`config.mk`:
```
export PLATFORM = sky130hd
export DESIGN_NAME = spi_config_id_registers
export DESIGN_NICKNAME = d
export VERILOG_FILES = /design/src/rtl/spi_config_id_registers.v
export VERILOG_INCLUDE_DIRS = /design/src /design/src/rtl
export SDC_FILE = /design/constraint.sdc
export NUM_CORES = 1
export LEC_CHECK = 0
export BUFFER_PORTS_ARGS = -buffer_cell sky130_fd_sc_hd__clkbuf_2
export CAP_MARGIN = 20
export CORE_ASPECT_RATIO = 1.2
export CORE_UTILIZATION = 57
export DETAILED_ROUTE_END_ITERATION = 8
export PLACE_DENSITY = 0.76
export SYNTH_ARGS = -nofsm -noshare
export SYNTH_HDL_FRONTEND = slang
export SYNTH_SLANG_ARGS = --single-unit
```
`constraint.sdc`:
```
create_clock -name ref_clk -period 2.9 [get_ports ref_clk]
set_input_delay 0.435 -clock ref_clk [delete_from_list [all_inputs] [get_ports ref_clk]]
set_output_delay 0.435 -clock ref_clk [all_outputs]
set_load 0.02 [all_outputs]
```
`src/rtl/spi_config_defs.vh`:
```
/*
 Constants for the configuration and identification register group:
 offsets, field positions, reset values and the soft reset hold time.
 Assumes inclusion by bare name from the register group module.
*/
`ifndef SPI_CONFIG_DEFS_VH
`define SPI_CONFIG_DEFS_VH

`define ADDR_PRIMARY_CONFIG 15'h0000
`define ADDR_POWER_MODE 15'h0002
`define ADDR_DEVICE_CATEGORY 15'h0003
`define ADDR_FAMILY_LO 15'h0004
`define ADDR_FAMILY_HI 15'h0005
`define ADDR_ADDRESS_HOLD 15'h0010

`define BIT_SOFT_RESET 7
`define BIT_ASCEND 5
`define BIT_SEPARATE_OUTPUT 4
`define MODE_NORMAL 2'h0
`define MODE_POWER_DOWN 2'h3

`define RST_PRIMARY_CONFIG 8'h30
`define RST_POWER_MODE 8'h00
`define RST_CATEGORY_HI 4'h0
`define RST_ADDRESS_HOLD 8'h00

`define HDR_BITS 16
`define CLK_PERIOD_NS 40
`define SOFT_RESET_NS 750
`define SOFT_RESET_CYCLES \
  ((`SOFT_RESET_NS + `CLK_PERIOD_NS - 1) / `CLK_PERIOD_NS)

`endif

```
`src/rtl/spi_config_id_registers.v`:
```
/*
 Front configuration and identification registers behind a serial port
 (mode 0: sample on rising clock, shift out on falling clock).
 Assumes the serial pins are asynchronous to ref_clk and that the serial
 clock is at most one eighth of ref_clk.
*/
`timescale 1ns/10ps
`default_nettype none
`include "spi_config_defs.vh"

module spi_config_id_registers
#(
  // Value arbitrary
  parameter [3:0] CATEGORY_CODE = 4'h5,
  // Value arbitrary
  parameter [15:0] FAMILY_CODE = 16'h1234
)
(
  input wire ref_clk,
  input wire resetn,
  input wire spi_sclk,
  input wire spi_csn,
  input wire spi_sdi,
  output reg spi_sdo,
  output reg core_reset,
  output reg [1:0] op_mode,
  output reg power_down
);

  localparam integer SR_CYCLES_I = `SOFT_RESET_CYCLES;
  // Count fits five bits; cut on purpose
  localparam [4:0] SR_CYCLES = SR_CYCLES_I[4:0];
  localparam [7:0] RST_CFG = `RST_PRIMARY_CONFIG;

  reg sclk_s1_q, sclk_s2_q, sclk_s3_q;
  reg csn_s1_q, csn_s2_q;
  reg sdi_s1_q, sdi_s2_q;
  reg in_hdr_q;
  reg rd_q;
  reg [3:0] cnt_q;
  reg [15:0] rx_q;
  reg [7:0] tx_q;
  reg [14:0] addr_q;
  reg [4:0] sr_cnt_q;
  reg cfg_b6_q;
  reg cfg_asc_q;
  reg [3:0] cfg_lo_q;
  reg [7:0] mode_q;
  reg [3:0] cat_hi_q;
  reg [7:0] hold_q;

  wire sclk_rise = sclk_s2_q & ~sclk_s3_q;
  wire sclk_fall = ~sclk_s2_q & sclk_s3_q;
  wire [15:0] rx_full = {rx_q[14:0], sdi_s2_q};

  function [7:0] read_byte;
    input [14:0] a;
    begin
      case (a)
        `ADDR_PRIMARY_CONFIG:
          read_byte = {1'b0, cfg_b6_q, cfg_asc_q, 1'b1, cfg_lo_q};
        `ADDR_POWER_MODE:
          read_byte = mode_q;
        `ADDR_DEVICE_CATEGORY:
          read_byte = {cat_hi_q, CATEGORY_CODE};
        `ADDR_FAMILY_LO:
          read_byte = FAMILY_CODE[7:0];
        `ADDR_FAMILY_HI:
          read_byte = FAMILY_CODE[15:8];
        `ADDR_ADDRESS_HOLD:
          read_byte = hold_q;
        default:
          read_byte = 8'h00;
      endcase
    end
  endfunction

  // Hold wins over direction
  wire [14:0] next_addr = hold_q[0] ? addr_q :
    (cfg_asc_q ? addr_q + 15'h0001 : addr_q - 15'h0001);

  always @(posedge ref_clk or negedge resetn)
  begin
    if (!resetn)
    begin
      sclk_s1_q <= 1'b0;
      sclk_s2_q <= 1'b0;
      sclk_s3_q <= 1'b0;
      csn_s1_q <= 1'b1;
      csn_s2_q <= 1'b1;
      sdi_s1_q <= 1'b0;
      sdi_s2_q <= 1'b0;
    end
    else
    begin
      sclk_s1_q <= spi_sclk;
      sclk_s2_q <= sclk_s1_q;
      sclk_s3_q <= sclk_s2_q;
      csn_s1_q <= spi_csn;
      csn_s2_q <= csn_s1_q;
      sdi_s1_q <= spi_sdi;
      sdi_s2_q <= sdi_s1_q;
    end
  end

  // Serial frame: 1 read/write bit, 15 address bits, then streamed bytes
  always @(posedge ref_clk or negedge resetn)
  begin
    if (!resetn)
    begin
      in_hdr_q <= 1'b1;
      rd_q <= 1'b0;
      cnt_q <= 4'h0;
      rx_q <= 16'h0000;
      tx_q <= 8'h00;
      addr_q <= 15'h0000;
      spi_sdo <= 1'b0;
    end
    else if (csn_s2_q)
    begin
      in_hdr_q <= 1'b1;
      rd_q <= 1'b0;
      cnt_q <= 4'h0;
      spi_sdo <= 1'b0;
    end
    else if (sclk_rise)
    begin
      rx_q <= rx_full;
      cnt_q <= cnt_q + 4'h1;
      if (in_hdr_q && cnt_q == 4'hf)
      begin
        in_hdr_q <= 1'b0;
        rd_q <= rx_full[15];
        addr_q <= rx_full[14:0];
        tx_q <= read_byte(rx_full[14:0]);
        cnt_q <= 4'h0;
      end
      else if (!in_hdr_q && cnt_q[2:0] == 3'h7)
      begin
        addr_q <= next_addr;
        if (rd_q)
          tx_q <= read_byte(next_addr);
        cnt_q <= 4'h0;
      end
    end
    else if (sclk_fall && !in_hdr_q && rd_q)
    begin
      // Read data leaves only on the dedicated output pin
      spi_sdo <= tx_q[7];
      tx_q <= {tx_q[6:0], 1'b0};
    end
  end

  wire byte_wr = !csn_s2_q && sclk_rise && !in_hdr_q && !rd_q &&
    cnt_q[2:0] == 3'h7 && !core_reset;
  wire soft_rst = byte_wr && addr_q == `ADDR_PRIMARY_CONFIG &&
    rx_full[`BIT_SOFT_RESET];

  // Writes are dropped while the internal reset is held, so a host that
  // ignores the wait time cannot half-configure the part.
  always @(posedge ref_clk or negedge resetn)
  begin
    if (!resetn)
    begin
      cfg_b6_q <= RST_CFG[6];
      cfg_asc_q <= RST_CFG[`BIT_ASCEND];
      cfg_lo_q <= RST_CFG[3:0];
      mode_q <= `RST_POWER_MODE;
      cat_hi_q <= `RST_CATEGORY_HI;
      hold_q <= `RST_ADDRESS_HOLD;
      sr_cnt_q <= 5'h00;
      core_reset <= 1'b0;
      op_mode <= `MODE_NORMAL;
      power_down <= 1'b0;
    end
    else
    begin
      op_mode <= mode_q[1:0];
      power_down <= (mode_q[1:0] == `MODE_POWER_DOWN);
      if (sr_cnt_q != 5'h00)
        sr_cnt_q <= sr_cnt_q - 5'h01;
      core_reset <= (sr_cnt_q > 5'h01) || soft_rst;
      if (soft_rst)
      begin
        // Reset bit is never stored, so it reads back as zero
        cfg_b6_q <= RST_CFG[6];
        cfg_asc_q <= RST_CFG[`BIT_ASCEND];
        cfg_lo_q <= RST_CFG[3:0];
        mode_q <= `RST_POWER_MODE;
        cat_hi_q <= `RST_CATEGORY_HI;
        hold_q <= `RST_ADDRESS_HOLD;
        sr_cnt_q <= SR_CYCLES;
      end
      else if (byte_wr)
      begin
        case (addr_q)
          `ADDR_PRIMARY_CONFIG:
          begin
            cfg_b6_q <= rx_full[6];
            cfg_asc_q <= rx_full[`BIT_ASCEND];
            cfg_lo_q <= rx_full[3:0];
          end
          `ADDR_POWER_MODE:
            mode_q <= rx_full[7:0];
          `ADDR_DEVICE_CATEGORY:
            cat_hi_q <= rx_full[7:4];
          `ADDR_ADDRESS_HOLD:
            hold_q <= rx_full[7:0];
          default:
            cat_hi_q <= cat_hi_q;
        endcase
      end
    end
  end

endmodule // spi_config_id_registers
`default_nettype wire

```
# Yosys cells after proc, flatten, opt, wreduce, memory -nomap -nowiden
# Index checks and enable logic that the tools add are counted.
# word_totals
regBits	87
input_bits	5
output_inout_bits	5
elab_cells	137
# op_classes
addsub	4
order_cmp	1
n_eq_ne	19
mux	44
n_bitwise	5
n_reduce_logical	40
# ops
op	count
8-bit case mux with 6 select lines	2
15-bit by 2-bit == test with 1-bit output (second input constant)	6
8-bit two-way mux	11
15-bit by 3-bit == test with 1-bit output (second input constant)	4
15-bit two-way mux	4
15-bit by 5-bit == test with 1-bit output (second input constant)	3
15-bit zero test	3
4-bit two-way mux	10
2-bit nonzero test	11
15-bit by 1-bit adder with 15-bit output (second input constant)	1
1-bit two-way mux	15
15-bit by 1-bit subtractor with 15-bit output (second input constant)	1
2-bit AND reduction	7
1-bit logical AND	11
5-bit two-way mux	2
5-bit by 1-bit > comparator with 1-bit output (second input constant)	1
5-bit nonzero test	1
5-bit by 1-bit subtractor with 5-bit output (second input constant)	1
4-bit by 1-bit adder with 4-bit output (second input constant)	1
4-bit == test (second input constant)	1
1-bit zero test	4
4-bit AND reduction	1
3-bit == test (second input constant)	1
3-bit by 1-bit != test with 1-bit output (second input constant)	1
7 further kinds	10

# Longest topological paths before layout
# Gate-level depths: netlist (run 1).
# logic_depth
word_depth	11
mapped_depth	11
depth_no_buf	10

# Worst setup path before layout (run 1)
# OpenSTA, ideal clock, no wires.
# synth_path
kind	flip-flop to flip-flop
startpoint	register cfg_asc_q
endpoint	register tx_q[5]
setup_time_ps	82
t_arrival_ps	2928
t_required_ps	2818
path_slack_ps	-110
stages_incl_launch_ff	11
n_path_buf	0
synth_period_minus_slack_ps	3010
cell_sequence	dfstp_2 > inv_1 > fa_1 > a211oi_1 > o21ai_1 > a221oi_2 > xnor2_1 > o31a_2 > nor4b_4 > o2111ai_1 > a31oi_1
# synth_via
elab_chain_cells	8
elab_cells_between_ends	14
classes_between	eq/ne: 5; mux: 8; reduce/logical: 1
# synth_lines
item	line	text
start: declaration	spi_config_id_registers.v:46	reg cfg_asc_q;
start signal: assignment	spi_config_id_registers.v:166	cfg_asc_q <= RST_CFG[`BIT_ASCEND];
start signal: assignment	spi_config_id_registers.v:187	cfg_asc_q <= RST_CFG[`BIT_ASCEND];
start signal: assignment	spi_config_id_registers.v:200	cfg_asc_q <= rx_full[`BIT_ASCEND];
15-bit two-way mux	spi_config_id_registers.v:80	(cfg_asc_q ? addr_q + 15'h0001 : addr_q - 15'h0001);
15-bit two-way mux	spi_config_id_registers.v:79	wire [14:0] next_addr = hold_q[0] ? addr_q :
15-bit by 5-bit == test with 1-bit output, or another cell as far along	spi_config_id_registers.v:59	case (a)
8-bit case mux with 6 select lines	spi_config_id_registers.v:59	
8-bit two-way mux	spi_config_id_registers.v:141	if (rd_q)
8-bit two-way mux	spi_config_id_registers.v:138	else if (!in_hdr_q && cnt_q[2:0] == 3'h7)
8-bit two-way mux *	spi_config_id_registers.v:130	if (in_hdr_q && cnt_q == 4'hf)
8-bit two-way mux *	spi_config_id_registers.v:126	else if (sclk_rise)
end signal: assignment	spi_config_id_registers.v:135	tx_q <= read_byte(rx_full[14:0]);
end signal: assignment	spi_config_id_registers.v:142	tx_q <= read_byte(next_addr);
end signal: assignment	spi_config_id_registers.v:150	tx_q <= {tx_q[6:0], 1'b0};
end: declaration	spi_config_id_registers.v:42	reg [7:0] tx_q;
# Every way passes the cells marked *; elsewhere a longest branch is shown, timed or not. The select of a mux whose other input is x is not followed.
# A chain may end at the register's enable or synchronous reset.

# Final worst setup path (run 1)
# layout_path
startpoint	register cfg_asc_q
endpoint	register tx_q[1]
# layout_via
elab_chain_cells	8
elab_cells_between_ends	13
classes_between	eq/ne: 5; mux: 7; reduce/logical: 1
# layout_lines
item	line
15-bit two-way mux *	spi_config_id_registers.v:80
15-bit two-way mux *	spi_config_id_registers.v:79
15-bit by 5-bit == test with 1-bit output, or another cell as far along	spi_config_id_registers.v:59
8-bit case mux with 6 select lines *	spi_config_id_registers.v:59
8-bit two-way mux *	spi_config_id_registers.v:141
8-bit two-way mux *	spi_config_id_registers.v:138
8-bit two-way mux *	spi_config_id_registers.v:130
8-bit two-way mux *	spi_config_id_registers.v:126
# Marks and branches as above.

==> flow_summary.toml, run 1 <==
[status]
status = "complete, but fails checks"
violations = "negative setup slack"

[synthesis]
synth_top_area_cell = "dfrtp_1"
synth_top_cell_area_share = 0.396
ys_types = 66
synth_nets = 641
ys_seq_area_frac = 0.416
synth.cell_area_um2 = 5250
ys.flop_type = "dfrtp_1"
syn_avg_cell_area_um2 = 8.50
ys_seq_elements = 87
synth-edff-count = 0
synthArstFlopShare = 1.00
netlist_top_cells_area = "dfrtp_1 40%, nand2_1 8.4%, o21ai_0 6.0%, a21oi_1 4.7%, ha_1 4.3%"
netlist_instances = 617
ys.warnings.count = 0

[worst_setup_path]
crit_chain = "clkinvlp_4, fa_2, a211oi_2, o211ai_1, and3_4, o21a_1, o31a_1, o221a_4, buf_4, o211ai_1, a21oi_1"
path_delay_family = "compound AO/OA/AOI/OAI gates"
worstPathRequired_ns = 3.15
worst-r2r-setup-slack_ns = -0.26
slowest_stage = "dfstp_2"
critPathKind = "flip-flop to flip-flop"
path_buf_inv = 2
arrival_ns = 3.41
setup.worst_path.end_class = "flip-flop"
critPathMaxFanout = 5
cp_common_cell = "o211ai_1"
startpoint_type = "flip-flop"
cp_slowest_stage_delay_ns = 0.58

[clocking]
clk_pin_slew_worst_paths_ns = 0.10
clk_latency_ns = 0.37
cts-root-buf = "clkbuf_8"
clk_path_buf_depth = 2
clock_sinks = 87
cts_tree = "built"
cts_buffers = 9
cts_max_level = 3
cts_hold_buffers = 0

[floorplan]
coreArea_um2 = 8990
fp.dieW_um = 89.6
num_io_pins = 10
row_count = 38
initial_core_util = 0.584
fp.dieH_um = 107
die_area_um2 = 9600

[detailed_routing]
vias = 4971
wl_per_cell_um = 17.7
wirelength_um = 14400
routed_via_density = 6.11
drtIter0Drc = 335
first_pass_iters = 5
ant_nets = 0
drc_errors = 0

[place]
post-place-ws_ns = -0.346
globalplace.congestion = 0.999
dpl.hpwl_um = 10800
placed_cell_area_um2 = 5900
port_buffers = 9

[finish]
drive_gt1_frac = 0.203
syn2layout_area_growth_pct = 17.6
fin_area_um2 = 6170
fin_nets = 712
diodes = 0
final_util = 0.687
fill_cells = 741

[job]
cap_violations = 0

[sta]
post-route-period-util = 1.09
tns_ns = -1.73
maxSlewHeadroom = 0.527
hold_ws_ns = 0.0823
worst_slack_ns = -0.258
worst_clock_skew_ns = 0.0145
post-route-min-period_ns = 3.16
setup_viol = 9
rsz0062_at_grt = "yes"
tightest_slew_ns = 0.709
hold_viol = 0
fmax_mhz = 317
slew_violations = 0

[grt]
grt_usage = 0.327
grt_max_degree = 51
use_met1 = 0.408
grt_pass1_wl_um = 23600
grt_pass1_vias = 4976
grt_antenna_before_repair = 0
gr-max-usage-layer = "met2"
use_met3 = 0.0531
grt_overflow = 0
grt_util_met2 = 0.538

[hold_path]
hp-class = "input port to async pin"

[power]
p_leak_nw = 2.80
ir_drop_mv = 0.417
power.density_nw_per_um2 = 400
==> metrics by stage <==
stage | power, mW | cells
2_1_floorplan | 1.53 | 617
3_3_place_gp | 1.67 | 790
3_5_place_dp | 1.69 | 791
4_1_cts | 2.48 | 811
5_1_grt | 2.55 | 813
6_report | 2.47 | 813
==> layout make-up <==
type / instances / area [µm²] / area share
multi-input cells: 489 / 2970 / 0.480
flip-flops and latches: 87 / 2180 / 0.353
repair buffers: 87 / 633 / 0.103
well taps: 120 / 150 / 0.0243
clock buffers: 11 / 141 / 0.0229
inverters: 13 / 52.6 / 0.00851
clock inverters: 5 / 41.3 / 0.00669
repair inverters: 1 / 7.51 / 0.00122
==> report_power, final <==
part,switching [mW],internal [mW]
combinational,0.206,0.115
sequential,0.0990,1.26
clock,0.446,0.343
==> synthesized netlist by cell type (all sizes together) (2+ instances only) <==
cell	instances
o21ai	66
and3	6
and2	3
nand4	5
or4	2
mux2	13
a32o	2
a221oi	3
mux2i	7
a32oi	4
nor3b	4
xor2	6
dfstp	4
nand2b	5
clkbuf	21
nand3b	2
nor4	6
o211ai	10
dfrtp	83
a2111oi	2
nand3	18
inv	13
o31a	3
o31ai	5
o22ai	8
a211oi	5
ha	18
a21o	3
nand2	118
buf	7
or3	5
nor2	51
xnor2	12
a31oi	4
a22o	3
a21oi	50
nor4b	2
nor2b	4
a221o	2
nor3	17
a21boi	2
==> path summary, 6_finish.rpt <==
path / endpoint / from / cells after the start
min in group ref_clk: csn_s1_q / spi_csn / 1
hold reg to reg: csn_s2_q / csn_s1_q / 0
setup reg to reg: tx_q[1] / cfg_asc_q / 11
max in group asynchronous: in_hdr_q / resetn / 2
hold / removal: addr_q[2] / resetn / 1
setup / recovery: tx_q[1] / cfg_asc_q / 11
==> per-layer routing <==
layer,wire length (µm),vias to the layer above,part of all wire
met1,5950,2409,0.41
li1,-,2358,-
met5,0,-,0
met2,7160,156,0.50
met4,615,0,0.043
met3,669,48,0.046
==> timing repair <==
action | in CTS | in global routing
pin swaps | 3 | 2
resized for setup | 0 | 8
setup endpoints to repair | 9 | 10
buffers inserted | 3 | 2
cloned | 1 | 0
==> logic make-up (layout without fill, tap and decap cells) <==
kind of cell | count (synthesis) | in the layout | synth area share
AND/OR/NAND/NOR | 251 | 251 | 0.219
AO/OA/AOI/OAI | 181 | 181 | 0.215
flip-flops | 87 | 87 | 0.416
buffers and inverters | 41 | 117 | 0.0317
multiplexers | 20 | 20 | 0.0412
adder cells (fa/ha/maj) | 19 | 19 | 0.0467
XOR/XNOR | 18 | 18 | 0.0300
==> state kept, by name, indices dropped and copies added, names as in the netlist, 2 cells and up <==
signal and flops:
addr_q 15, cat_hi_q 4, cfg_lo_q 4, cnt_q 4, hold_q 8, mode_q 8
op_mode 2, rx_q 15, sr_cnt_q 5, tx_q 8
==> placed cells by master (no fill, tap or decap), types with 6 or more instances in the layout <==
master    count
nand2_1     118
dfrtp_1      83
buf_4        79
o21ai_0      63
nor2_1       51
a21oi_1      49
nand3_1      18
ha_1         16
nor3_1       15
mux2_2       13
inv_1        12
xnor2_1      12
o211ai_1     10
clkbuf_8     10
o22ai_1       8
clkbuf_2      8
mux2i_1       6
xor2_1        6
(Power assumes the default switching activity.)
==> run 2, diff against run 1 <==
--- a/config.mk
+++ b/config.mk
@@ -6,12 +6,14 @@
 export SDC_FILE = /design/constraint.sdc
 export NUM_CORES = 1
 export LEC_CHECK = 0
+export ABC_CLOCK_PERIOD_IN_PS = 2900
 export BUFFER_PORTS_ARGS = -buffer_cell sky130_fd_sc_hd__clkbuf_2
 export CAP_MARGIN = 20
 export CORE_ASPECT_RATIO = 1.2
 export CORE_UTILIZATION = 57
 export DETAILED_ROUTE_END_ITERATION = 8
 export PLACE_DENSITY = 0.76
+export SETUP_SLACK_MARGIN = 0.3
 export SYNTH_ARGS = -nofsm -noshare
 export SYNTH_HDL_FRONTEND = slang
 export SYNTH_SLANG_ARGS = --single-unit
==> run 2 against run 1 <==
Net effect: the run still ends with negative setup slack left; final cell count rose by 1.5%; clock-buffer cell count fell by 2; global-route usage rose by 0.75 points; clock power rose by 1%; register-to-register slack got worse by 0.02 ns; via count rose by 1.1%; setup slack got worse by 0.018 ns; die area did not move; combinational power rose by 18%.
==> flow_summary.toml, run 2 (synthesized netlist as in run 1, its figures left out) <==
[worst_setup_path]
worstPathRequired_ns = 3.20
arrival_ns = 3.47
critPathMaxFanout = 5
critPathKind = "flip-flop to flip-flop"
timing.rr.start = "cfg_asc_q"
setup.worst_path.end_class = "flip-flop"
startpoint_type = "flip-flop"
crit_path_start = "cfg_asc_q"

[floorplan]
fp.dieW_um = 89.6
die_area_um2 = 9600
initial_core_util = 0.584
fp.dieH_um = 107
row_count = 38
num_io_pins = 10
coreArea_um2 = 8990

[finish]
final_cell_mix = "114 x nand2_1, 88 x buf_4, 83 x dfrtp_1"
diodes = 0
syn2layout_area_growth_pct = 23.7
top_regs = "addr_q (15), rx_q (15)"
final_util = 0.723
multi_input_area_um2 = 3180
mostFrequentLayoutCell = "nand2_1"
fin_area_um2 = 6490
fin_nets = 724
regArea_um2 = 2180
drive_gt1_frac = 0.262
fill_cells = 673
final_cells = 825

[grt]
grt_overflow = 0
grt_antenna_before_repair = 0
grt_pass1_wl_um = 24000
grt_max_degree = 43
grt_pass1_vias = 4871
grt_usage = 0.334

[power]
power_frac_comb = 0.151
ir_drop_mv = 0.605
p_leak_nw = 2.90
p_int_mw = 1.73
power.density_nw_per_um2 = 387
p_seq_frac = 0.531
switching_share = 0.314
clkPwrFrac = 0.318
p_sw_uw = 789
total_power_mw = 2.51

[place]
dp.cells = 796
port_buffers = 9
placed_cell_area_um2 = 5940
dpl.hpwl_um = 11100
globalplace.congestion = 0.944

[clocking]
cts_hold_buffers = 0
clk_path_buf_depth = 2
clk_latency_ns = 0.37
clk_pin_slew_worst_paths_ns = 0.10
clock_sinks = 87
cts_buffers = 9
cts-root-buf = "clkbuf_8"
cts_tree = "built"
cts_max_level = 3

[sta]
fmax_mhz = 315
hold_ws_ns = 0.0422
maxSlewHeadroom = 0.537
post-route-min-period_ns = 3.18
hold_viol = 0
worst_slack_ns = -0.276
tightest_slew_ns = 0.692
rsz0062_at_grt = "yes"
setup_viol = 9
worst_clock_skew_ns = 0.0107
post-route-period-util = 1.10
slew_violations = 0

[detailed_routing]
drc_errors = 0
routed_via_density = 6.09
ant_nets = 0
vias = 5024
drtIter0Drc = 431
wirelength_um = 15500
wl_per_cell_um = 18.8
first_pass_iters = 5

[status]
status = "complete, but fails checks"
violations = "negative setup slack"

[hold_path]
hp-class = "input port to async pin"

[job]
cap_violations = 0
==> run 2: cell count changes in the layout (fill, tap and decap cells not counted), sizes merged <==
cell	previous run	this run
buf	79	91
clkbuf	19	17
inv	14	16
==> run 2: per-stage QoR <==
step | worst slack [ns] | setup TNS (ns)
6_report | -0.276 | -1.69
5_1_grt | -0.385 | -2.81
4_1_cts | -0.207 | -1.30
3_5_place_dp | -0.287 | -1.97
3_3_place_gp | -0.199 | -1.19
2_1_floorplan | -0.109 | -0.336
==> run 2: final cells by class <==
type	count	share of cell area
multi-input combinational	489	0.489
sequential	87	0.336
timing repair buffer	99	0.114
tap	120	0.0231
clock buffer	9	0.0191
clock inverter	7	0.00944
inverter	13	0.00809
timing repair inverter	1	0.00116
==> run 2: per-layer routing <==
layer  track usage  part of all wire  up-vias
li1              -                 -     2391
met1         0.419              0.42     2443
met2         0.564              0.51      154
met3        0.0462             0.043       36
met4         0.152             0.030        0
met5             0                 0        -
==> run 2: path summary, 6_finish.rpt <==
kind,end,slack [ns],depth (start not counted)
max,tx_q[5],-0.28,13
max in group asynchronous,in_hdr_q,2.09,2
min in group ref_clk,csn_s1_q,0.15,1
max reg2reg,tx_q[5],-0.28,13
min,addr_q[4],0.04,1
min reg2reg,sclk_s2_q,0.36,0
==> run 2: power groups by stage <==
stage | registers (mW) | clock network (mW) | logic (mW)
2_1_floorplan | 1.32 | 0 | 0.209
3_3_place_gp | 1.35 | 0 | 0.363
3_5_place_dp | 1.36 | 0 | 0.371
4_1_cts | 1.33 | 0.816 | 0.373
5_1_grt | 1.34 | 0.858 | 0.408
6_report | 1.34 | 0.799 | 0.380
==> run 2: worst max-delay path, cell delays in order (launching register included) <==
cell and delay, ns:
dfstp_2 0.61, clkinvlp_4 0.18, buf_4 0.17, buf_4 0.13, ha_4 0.22, buf_4 0.15
o21ai_0 0.09, a32oi_2 0.13, or4b_1 0.53, and3_4 0.19, nor4b_4 0.23, buf_4 0.19
o2111ai_1 0.11, a31oi_1 0.17
==> run 2: repair_timing <==
item,CTS,global route
gates resized for setup,22,27
buffers inserted,3,8
cloned,1,0
endpoints found under the setup margin,13,15
pin swaps,16,18
==> run 3, diff against run 2 <==
--- a/config.mk
+++ b/config.mk
@@ -6,10 +6,12 @@
 export SDC_FILE = /design/constraint.sdc
 export NUM_CORES = 1
 export LEC_CHECK = 0
+export ABC_AREA = 1
 export ABC_CLOCK_PERIOD_IN_PS = 2900
 export BUFFER_PORTS_ARGS = -buffer_cell sky130_fd_sc_hd__clkbuf_2
 export CAP_MARGIN = 20
 export CORE_ASPECT_RATIO = 1.2
+export CORE_MARGIN = 8
 export CORE_UTILIZATION = 57
 export DETAILED_ROUTE_END_ITERATION = 8
 export PLACE_DENSITY = 0.76
==> run 3 against run 2 <==
Net effect: the run still ends with negative setup slack left; combinational power is 21% lower; die area grew 37%; synthesized cell count grew 28%; clock power rose by 50%; via count rose by 15%; routed wire length grew 11%; clock skew is 0.0012 ns lower; clock-buffer cell count grew 1; setup slack better by 0.18 ns; utilization rose by 1.9 points; global-route usage shrank 6.9 points; first-iteration DRC count grew 0.70%; critical endpoint is now tx_q[0]; largest cell class unchanged.
==> flow_summary.toml, run 3 <==
[power]
p_int_mw = 2.03
p_leak_nw = 3.51
clkPwrFrac = 0.424
power_frac_comb = 0.107
switching_share = 0.281
ir_drop_mv = 0.448
p_sw_uw = 791
p_seq_frac = 0.469
power.density_nw_per_um2 = 401

[synthesis]
netlist_top_cells_area = "dfrtp_1 38%, nand2_1 17%, nand3_1 6.3%, inv_1 6.3%, o21ai_0 4.5%"
yosysMostFrequentCell = "nand2_1"
synth-edff-count = 0
netlist_instances = 790
synth.cell_area_um2 = 5530
synthArstFlopShare = 1.00
ys_types = 49
synth_common_cells = "258 x nand2_1, 93 x inv_1, 83 x dfrtp_1"
ys.warnings.count = 0
synth_top_area_cell = "dfrtp_1"
syn_avg_cell_area_um2 = 7.01
ys_seq_area_frac = 0.394
synth_nets = 814
ys_seq_elements = 87
synth_top_cell_area_share = 0.375
ys.flop_type = "dfrtp_1"

[sta]
fmax_mhz = 334
maxSlewHeadroom = 0.458
worst_clock_skew_ns = 0.00943
worst_slack_ns = -0.0918
hold_viol = 0
post-route-min-period_ns = 2.99
tns_ns = -0.522
rsz0062_at_grt = "yes"
tightest_slew_ns = 0.809
setup_viol = 10
slew_violations = 0
post-route-period-util = 1.03

[detailed_routing]
ant_nets = 0
wl_per_cell_um = 17.2
drc_errors = 0
drtIter0Drc = 434
routed_via_density = 5.77
wirelength_um = 17300
first_pass_iters = 5
vias = 5796

[grt]
grt_pass1_wl_um = 27500
grt_antenna_before_repair = 0
grt_usage = 0.265
grt_pass1_vias = 5736
use_met3 = 0.0492
grt_overflow = 0
grt_max_degree = 53
grt_util_met2 = 0.484
use_met1 = 0.287
gr-max-usage-layer = "met2"

[place]
post-place-ws_ns = -0.248
dp.cells = 963
globalplace.congestion = 0.997
port_buffers = 9
dpl.hpwl_um = 11900
placed_cell_area_um2 = 6110

[hold_path]
hp-class = "input port to async pin"

[finish]
diodes = 0
regArea_um2 = 2180
final_cell_mix = "234 x nand2_1, 92 x inv_1, 83 x dfrtp_1"
final_cells = 1005
mostFrequentLayoutCell = "nand2_1"
top_regs = "addr_q (15), rx_q (15)"
fin_nets = 901
syn2layout_area_growth_pct = 26.9
fin_area_um2 = 7020
drive_gt1_frac = 0.241
multi_input_area_um2 = 3260
fill_cells = 716

[worst_setup_path]
timing.rr.start = "cfg_asc_q"
critPathMaxFanout = 5
startpoint_type = "flip-flop"
arrival_ns = 3.26
worst-r2r-setup-slack_ns = -0.09
critPathKind = "flip-flop to flip-flop"
reg2reg_depth = 18
r2r_end = "tx_q[0]"
crit_path_start = "cfg_asc_q"
worstPathRequired_ns = 3.17
setup.worst_path.end_class = "flip-flop"

[status]
violations = "negative setup slack"
status = "complete, but fails checks"

[clocking]
cts-root-buf = "clkbuf_16"
cts_buffers = 9
clock_sinks = 87
cts_max_level = 3
clk_latency_ns = 0.35
clk_pin_slew_worst_paths_ns = 0.07
clk_path_buf_depth = 2
cts_tree = "built"

[floorplan]
fp.dieW_um = 106
num_io_pins = 10
row_count = 39
initial_core_util = 0.585
fp.dieH_um = 124
coreArea_um2 = 9470
die_area_um2 = 13100

[job]
cap_violations = 0
[run 3: cell types whose count changed after synthesis, sizes merged, moves of 11 or more]
cell,before,now
o21ai,66,77
nand3,18,71
nand2,118,260
a21oi,50,22
nand4,5,17
mux2,13,0
inv,13,100
nor2,51,70
[run 3: area by class of cell]
class | count | share of cell area
Multi-Input combinational cell | 585 | 0.464
Sequential cell | 87 | 0.311
Timing Repair Buffer | 94 | 0.106
Inverter | 100 | 0.0545
Clock buffer | 10 | 0.0326
Tap cell | 123 | 0.0219
Clock inverter | 6 | 0.00980
[run 3: per-stage QoR]
step	hold WS, ns	utilization	power (mW)
after floorplan	0.139	-	1.52
after global placement	0.336	0.645	1.63
after detailed placement	0.338	0.645	1.63
after CTS	0.130	0.734	2.82
after global routing	0.157	0.742	2.91
final	0.115	0.742	2.82
[run 3: worst max-delay path by stage]
stage	endpoint	cells past startpoint
final	tx_q[0]	18
after CTS	tx_q[6]	23
after global placement	tx_q[0]	19
after detailed placement	tx_q[0]	19
after global routing	tx_q[5]	21
after floorplan	tx_q[0]	18
[run 3: power by group through the flow]
stage,clock [mW],combinational (mW),sequential (mW)
2_1_floorplan,0,0.197,1.33
3_3_place_gp,0,0.286,1.34
3_5_place_dp,0,0.293,1.34
4_1_cts,1.20,0.297,1.32
5_1_grt,1.25,0.337,1.33
6_report,1.20,0.301,1.32
[run 3: kinds of logic after synthesis]
kind of cell,share of synthesized area
and+or+nand+nor,0.351
AOI/OAI and AO/OA,0.119
buffers and inverters,0.0834
DFF,0.394
adders and majority gates,0.0443
xor gates and xnor gates,0.00769
[run 3: what timing repair did]
| action | 4_1_cts | 5_1_grt |
|---|---|---|
| pin swaps | 26 | 16 |
| resized for setup | 79 | 15 |
| setup endpoints to repair | 18 | 20 |
| gates cloned | 1 | 0 |
| hold buffers | 0 | 0 |
| setup buffers | 22 | 3 |
[run 3: critical path, cell delays in order, from the launching register on]
cell     delay, ns
dfstp_2       0.57
inv_6         0.07
buf_16        0.15
ha_4          0.29
nand2_2       0.08
nor2_1        0.14
nand2_1       0.09
nand2_1       0.08
nand2_1       0.06
nand3_1       0.10
nand2_1       0.12
nor2_4        0.19
nand2_2       0.12
nor2_2        0.22
buf_4         0.20
nand2_2       0.07
o21ai_1       0.15
nor3_1        0.08
o21ai_1       0.14
[run 3: per-layer routing]
metal | vias up | part of all wire
li1 | 2744 | -
met1 | 2742 | 0.39
met2 | 234 | 0.51
met3 | 76 | 0.055
met4 | 0 | 0.042
met5 | - | 0
